`src/common/kfei_pkg.sv`:
```
package kfei_pkg;

    // ------------------------------------------------------------------
    // Widths
    // ------------------------------------------------------------------
    localparam int KFEI_AW       = 16;
    localparam int KFEI_DW       = 8;
    localparam int KFEI_MAX_KEYS = 8;
    localparam int KFEI_SMALL_KEYS = 4;

    // ------------------------------------------------------------------
    // Register addresses
    // ------------------------------------------------------------------
    localparam logic [15:0] KFEI_KEY_EN_ADDR  = 16'hFF6E;
    localparam logic [15:0] KFEI_STATUS_ADDR  = 16'hFF70;
    localparam logic [15:0] KFEI_CLEAR_ADDR   = 16'hFF71;
    localparam logic [15:0] KFEI_IRQ_EN_ADDR  = 16'hFF72;
    localparam logic [15:0] KFEI_PIN_LVL_ADDR = 16'hFF73;

    // ------------------------------------------------------------------
    // Reset values and fields
    // ------------------------------------------------------------------
    localparam logic [7:0] KFEI_KEY_EN_RST  = 8'h00;
    localparam logic [7:0] KFEI_IRQ_EN_RST  = 8'h00;
    localparam logic [7:0] KFEI_STATUS_RST  = 8'h00;
    localparam logic [7:0] KFEI_RDATA_IDLE  = 8'h00;
    localparam logic [7:0] KFEI_PIN_IDLE    = 8'hFF;
    localparam logic [7:0] KFEI_STATUS_MASK = 8'h03;
    localparam int         KFEI_ST_KEY      = 0;
    localparam int         KFEI_ST_OVR      = 1;
    localparam logic [7:0] KFEI_MASK_SMALL  = 8'h0F;
    localparam logic [7:0] KFEI_MASK_LARGE  = 8'hFF;

    // ------------------------------------------------------------------
    // Channel mask of a variant
    // ------------------------------------------------------------------
    function automatic logic [7:0] kfei_chan_mask(input int num_keys);
        kfei_chan_mask = (num_keys > KFEI_SMALL_KEYS) ? KFEI_MASK_LARGE : KFEI_MASK_SMALL;
    endfunction : kfei_chan_mask

endpackage : kfei_pkg

```
`src/common/kfei_key_if.sv`:
```
`timescale 1ns/10ps
`default_nettype none

interface kfei_key_if;
    logic [7:0] pins;
    logic [7:0] enable;
    logic       edge_pulse;

    modport detector (
        input  pins,
        input  enable,
        output edge_pulse
    );

    modport ctrl (
        output pins,
        output enable,
        input  edge_pulse
    );
endinterface : kfei_key_if

`default_nettype wire

```
`src/hdl/kfei_edge_detect.sv`:
```
`timescale 1ns/10ps
`default_nettype none

module kfei_edge_detect
    import kfei_pkg::*;
(
    // Clock and reset
    input  wire logic        clock,
    input  wire logic        rstn,
    // Key lines and enables
    kfei_key_if.detector     key_if
);

    // ------------------------------------------------------------------
    // Sampling and falling-edge detection
    // ------------------------------------------------------------------
    logic [7:0] sample_q;
    logic [7:0] sample_d;
    logic [7:0] prev_q;
    logic [7:0] prev_d;
    logic       edge_q;
    logic       edge_d;
    logic [7:0] fall;

    always_comb begin
        sample_d = key_if.pins;
        prev_d   = sample_q;
        fall     = prev_q & ~sample_q & key_if.enable;
        edge_d   = |fall;
    end

    // Idle level is high so a pin held low at reset release reads as a falling edge
    always_ff @(posedge clock) begin
        if (!rstn) begin
            sample_q <= KFEI_PIN_IDLE;
            prev_q   <= KFEI_PIN_IDLE;
            edge_q   <= 1'b0;
        end else begin
            sample_q <= sample_d;
            prev_q   <= prev_d;
            edge_q   <= edge_d;
        end
    end

    assign key_if.edge_pulse = edge_q;

    // ------------------------------------------------------------------
    // Checks
    // ------------------------------------------------------------------
    logic [1:0] live_q;

    always_ff @(posedge clock) begin
        if (!rstn) begin
            live_q <= 2'h0;
        end else if (live_q != 2'h3) begin
            live_q <= live_q + 2'h1;
        end
    end
endmodule : kfei_edge_detect

`default_nettype wire

```
`src/hdl/kfei_key_irq.sv`:
```
// Functional notes
// - A falling edge on an enabled key line raises the key interrupt request.
// - Each key line has an enable bit: 0 ignores it, 1 detects its falling edges.
// - Reset clears the key enable register to all zeros.
// - The key enable register is an 8-bit read/write register at FF6E.
// - The small variant has four key channels and the large one eight.
// - Lines with a clear enable bit stay ordinary port pins.
// - The request reaches the CPU only while its flag is set and not masked.
`timescale 1ns/10ps
`default_nettype none

module kfei_key_irq
    import kfei_pkg::*;
#(
    parameter int NUM_KEYS = KFEI_MAX_KEYS
) (
    // Clock and reset
    input  wire logic        clock,
    input  wire logic        rstn,
    // Register port
    input  wire logic [15:0] addr,
    input  wire logic [7:0]  wdata,
    input  wire logic        wr,
    input  wire logic        rd,
    output logic      [7:0]  rdata,
    // Key lines
    input  wire logic [7:0]  key_input_pin,
    output logic      [7:0]  key_detect_en,
    // Interrupt
    output logic             key_irq
);

    // ------------------------------------------------------------------
    // Variant
    // ------------------------------------------------------------------
    localparam logic [7:0] CHAN_MASK = kfei_chan_mask(NUM_KEYS);

    // ------------------------------------------------------------------
    // Address decode
    // ------------------------------------------------------------------
    function automatic logic reg_hit(input logic [15:0] a, input logic [15:0] reg_addr);
        reg_hit = (a == reg_addr);
    endfunction : reg_hit

    // Reads outside these addresses return zero
    function automatic logic reg_mapped(input logic [15:0] a);
        reg_mapped = reg_hit(a, KFEI_KEY_EN_ADDR) || reg_hit(a, KFEI_STATUS_ADDR)
            || reg_hit(a, KFEI_IRQ_EN_ADDR) || reg_hit(a, KFEI_PIN_LVL_ADDR);
    endfunction : reg_mapped

    // ------------------------------------------------------------------
    // Edge detector
    // ------------------------------------------------------------------
    kfei_key_if key_if ();

    logic [7:0] key_input_enable_q;
    logic [7:0] key_input_enable_d;

    assign key_if.pins   = key_input_pin;
    assign key_if.enable = key_input_enable_q;

    kfei_edge_detect u_edge (
        .clock  (clock),
        .rstn   (rstn),
        .key_if (key_if)
    );

    // ------------------------------------------------------------------
    // Register decode
    // ------------------------------------------------------------------
    logic wr_key_en;
    logic wr_clear;
    logic wr_irq_en;

    always_comb begin
        wr_key_en = wr && reg_hit(addr, KFEI_KEY_EN_ADDR);
        wr_clear  = wr && reg_hit(addr, KFEI_CLEAR_ADDR);
        wr_irq_en = wr && reg_hit(addr, KFEI_IRQ_EN_ADDR);
    end

    // ------------------------------------------------------------------
    // Key enable register
    // ------------------------------------------------------------------
    always_comb begin
        key_input_enable_d = key_input_enable_q;
        if (wr_key_en) begin
            // Bits above the variant's channels stay zero
            key_input_enable_d = wdata & CHAN_MASK;
        end
    end

    always_ff @(posedge clock) begin
        if (!rstn) begin
            key_input_enable_q <= KFEI_KEY_EN_RST;
        end else begin
            key_input_enable_q <= key_input_enable_d;
        end
    end

    // ------------------------------------------------------------------
    // Status, clear and interrupt enable
    // ------------------------------------------------------------------
    logic [7:0] status_q;
    logic [7:0] status_d;
    logic [7:0] irq_en_q;
    logic [7:0] irq_en_d;
    logic [7:0] status_set;
    logic [7:0] status_clr;
    logic       key_irq_q;
    logic       key_irq_d;

    always_comb begin
        status_set = KFEI_STATUS_RST;
        status_set[KFEI_ST_KEY] = key_if.edge_pulse;
        status_set[KFEI_ST_OVR] = key_if.edge_pulse && status_q[KFEI_ST_KEY];
        status_clr = wr_clear ? wdata : KFEI_STATUS_RST;
        // A new event in the clearing cycle is kept
        status_d   = ((status_q & ~status_clr) | status_set) & KFEI_STATUS_MASK;
        irq_en_d   = wr_irq_en ? (wdata & KFEI_STATUS_MASK) : irq_en_q;
        key_irq_d  = |(status_d & irq_en_d);
    end

    always_ff @(posedge clock) begin
        if (!rstn) begin
            status_q  <= KFEI_STATUS_RST;
            irq_en_q  <= KFEI_IRQ_EN_RST;
            key_irq_q <= 1'b0;
        end else begin
            status_q  <= status_d;
            irq_en_q  <= irq_en_d;
            key_irq_q <= key_irq_d;
        end
    end

    // ------------------------------------------------------------------
    // Read data
    // ------------------------------------------------------------------
    logic [7:0] rdata_q;
    logic [7:0] rdata_d;

    always_comb begin
        rdata_d = KFEI_RDATA_IDLE;
        if (rd) begin
            case (addr)
                KFEI_KEY_EN_ADDR: begin
                    rdata_d = key_input_enable_q;
                end
                KFEI_STATUS_ADDR: begin
                    rdata_d = status_q;
                end
                KFEI_IRQ_EN_ADDR: begin
                    rdata_d = irq_en_q;
                end
                KFEI_PIN_LVL_ADDR: begin
                    // Raw levels, whatever the enables, for port use
                    rdata_d = key_input_pin;
                end
                default: begin
                    rdata_d = KFEI_RDATA_IDLE;
                end
            endcase
        end
    end

    always_ff @(posedge clock) begin
        if (!rstn) begin
            rdata_q <= KFEI_RDATA_IDLE;
        end else begin
            rdata_q <= rdata_d;
        end
    end

    // ------------------------------------------------------------------
    // Outputs
    // ------------------------------------------------------------------
    assign rdata         = rdata_q;
    assign key_irq       = key_irq_q;
    assign key_detect_en = key_input_enable_q;
endmodule : kfei_key_irq

`default_nettype wire

```
`config.mk`:
```
export PLATFORM = sky130hd
export DESIGN_NAME = kfei_key_irq
export DESIGN_NICKNAME = d
export VERILOG_FILES = /design/src/common/kfei_pkg.sv /design/src/common/kfei_key_if.sv /design/src/hdl/kfei_edge_detect.sv /design/src/hdl/kfei_key_irq.sv
export SDC_FILE = /design/constraint.sdc
export NUM_CORES = 1
export LEC_CHECK = 0
export BUFFER_PORTS_ARGS = -buffer_cell sky130_fd_sc_hd__buf_2
export CORE_ASPECT_RATIO = 2
export CORE_UTILIZATION = 44
export CTS_BUF_LIST = sky130_fd_sc_hd__clkbuf_4 sky130_fd_sc_hd__clkbuf_8 sky130_fd_sc_hd__clkbuf_16
export DETAILED_ROUTE_END_ITERATION = 7
export PLACE_DENSITY = 0.73
export SLEW_MARGIN = 20
export SYNTH_ARGS = -nofsm -noshare
export SYNTH_HDL_FRONTEND = slang
export SYNTH_HIERARCHICAL = 1
export SYNTH_SLANG_ARGS = --single-unit
```
`constraint.sdc`:
```
create_clock -name clock -period 2.1 [get_ports clock]
set_clock_uncertainty 0.2 [all_clocks]
set_input_delay 0.21 -clock clock [delete_from_list [all_inputs] [get_ports clock]]
set_output_delay 0.21 -clock clock [all_outputs]
set_load 0.01 [all_outputs]
```
==> metrics <==
run status=complete, no violations; grt ovf=0; WL/cell=13.8 um; largest net degree at the start of global routing=19; measured slew at the worst slew-check pin=472 ps; GRT Overall Usage=21.3%; minimum clock period after layout=1840 ps; Post-Synth XOR/XNOR Area=0%; post-synthesis mux area share=7.78%; post-synth top area cell=dfxtp_1; maximum VDD drop=0.000408 V; Crit. End Element=flop; die area=0.00350 mm^2; GPL Wtd Cong=0.773; CP Launch Type=input port; clock sinks=38; Syn Nets=179; layout cells sized above 1=31.7%; first-pass GRT wire length=5570 um; synth top area cells=dfxtp_1 53%, mux2i_1 7.0%, nand2b_1 7.0%; normalized max-slew margin=68.4%; cts bufs inserted=5; via count=1,310; pwr dens=660 mW/mm^2; TritonRoute pass-1 iters=4; I/O pins=53; Tcrit/Tclk final=87.6%; worst-path cell chain=buf_2 -> or3b_1 -> or4_1 -> o21a_1 -> o21a_1 -> o2bb2ai_1; Yosys reg bits=38; # fillers=284; Initial Util=45.9%; EDFF count, synth=0; critical path type=input port to flop; CP max-delay cell=or4_1; drt via density=5.26; prevailing post-synth register cell=dfxtp_1; placed cells=228; Critical Path RT=2070 ps; ant diodes=0; CTS root buf=clkbuf_8; Adder-Cell Fraction of Synth Area=0%; NumNets Final=254; core area=0.00312 mm^2; CTS tree=done; list of most frequent post-synthesis cells=38 x dfxtp_1, 16 x nand2b_1, 12 x nand2_1, 12 x nor2_1, 11 x nor2b_1; TNS Setup=0 ps; HP Class=input port to flop; clk slew on worst S/H paths=70 ps; most frequent cell after synthesis=dfxtp_1; final WL=3440 um; Synth Area in Simple Gates=26.0%; final cell count without fillers=249; fmax=0.544 GHz; peak per-stage delay on the critical path=570 ps; top-area cell type share of the netlist area=53.1%; ANT nets after route=0; Top cell by count, worst path=o21a_1; fraction of registers with async set/reset=0%; main combinational cell family by area after synthesis=simple AND/OR/NAND/NOR gates; vias in the first global route=1,308; Final setup viols=0; clk buf depth=2; sequential fraction of the synthesis area=53.1%; Avg Cell Area, Syn=10.0 um^2; RSZ-0062 raised after global routing=no; row cnt=29; H-tree depth=2; Die Span Y=82.7 um; compound-cell area share of the yosys netlist=10.9%; final hold violation count=0; critical path peak fanout=9; Syn. warnings=6; leak pwr=0.882 nW; hold_ws=27.7 ps; final core occ=63.0%; die span in x=42.3 um; DP HPWL=2560 um; initial antenna violation count=0; cell count after synthesis=143; Iteration-0 DRC Markers=35; Synth-to-Final Area Change=37.2%; max-cap viol count=0; Arr. time, crit path=1810 ps; Netlist Area Pre-Place=0.00143 mm^2; Residual DRC=0; worst skew pair latency=280 ps; Cell variety after synth=31; Port-buffer cells=52; Slew Limit Fails=0
[registers in the layout (all words and copies together) (netlist names)]
name and cells:
key_detect_en 8, rdata 8, u_edge/prev_d 8, u_edge/prev_q 8, irq_en_q 2, status_q 2
key_irq 1, u_edge/key_if.edge_pulse 1
[cells by family (layout without fill, tap and decap cells)]
kind of cell | Yosys count | after routing
mux | 11 | 11
buf+inv | 5 | 80
compound gates | 21 | 21
flops | 38 | 38
simple gates | 68 | 68
[cell type report]
class	instances	area (um^2)	area share [%]
flip-flops and latches	38	761	38.7
multi-input cells	100	641	32.6
repair buffers	71	438	22.3
clock buffers	5	68.8	3.50
well taps	31	38.8	1.97
clock inverters	2	10.0	0.510
inverters	2	7.51	0.382
[worst paths after layout]
path                                from                            end  slack [ps]  cells after the start
min reg2reg  u_edge/prev_d[2]$_SDFF_PN1_    u_edge/prev_q[2]$_SDFF_PN1_         250                      1
max reg2reg       irq_en_q[1]$_SDFF_PN0_            rdata[1]$_SDFF_PN0_         750                      5
max                              addr[2]             key_irq$_SDFF_PN0_         260                      6
min                             wdata[0]  key_detect_en[0]$_SDFFE_PN0P_          30                      3
[worst max-delay path, delay by kind of cell]
| kind | cells | cell delay, ps |
|---|---|---|
| buf+inv | 1 | 110 |
| simple gates | 2 | 930 |
| compound gates | 3 | 550 |
[timing repair]
action / 4_1_cts / 5_1_grt
hold buffers: 14 / 0
endpoints found under the hold margin: 20 / 0
endpoints found under the setup margin: 0 / 0
gates resized for setup: 0 / 0
setup buffers: 0 / 0
[through the flow]
stage	instance area, um^2	worst slack [ps]	power [mW]
final	1960	260	1.30
after global routing	1960	157	1.34
after CTS	1960	260	1.31
after detailed placement	1750	-47.9	0.831
after global placement	1750	29.6	0.828
after floorplan	1430	209	0.782
[power breakdown]
part	switching [mW]	internal, mW	total, mW
registers	0.00527	0.735	0.740
logic	0.0378	0.0575	0.0953
clock network	0.238	0.222	0.461
[per-layer routing]
metal  routed length (um)  track usage (%)  vias to the layer above
met5                    0                0                        -
met4                  127             14.4                        0
met3                  162             3.91                       12
met2                 1910             40.8                       51
met1                 1240             19.8                      604
li1                     -                -                      643
[placed cells by master, fill, tap and decap left out, types with 3 or more instances in the layout]
cell type and count:
mux2i_1 10, nand3_1 4, nand2_1 12, dlygate4sd3_1 14
clkbuf_8 5, o22ai_1 4, nor2_1 12, nor2b_1 11
nor3_1 3, buf_2 52, buf_4 5, nand2b_1 16
a22oi_1 7, o21a_1 3, dfxtp_1 38
No activity file was read; power rests on OpenSTA's default activity.
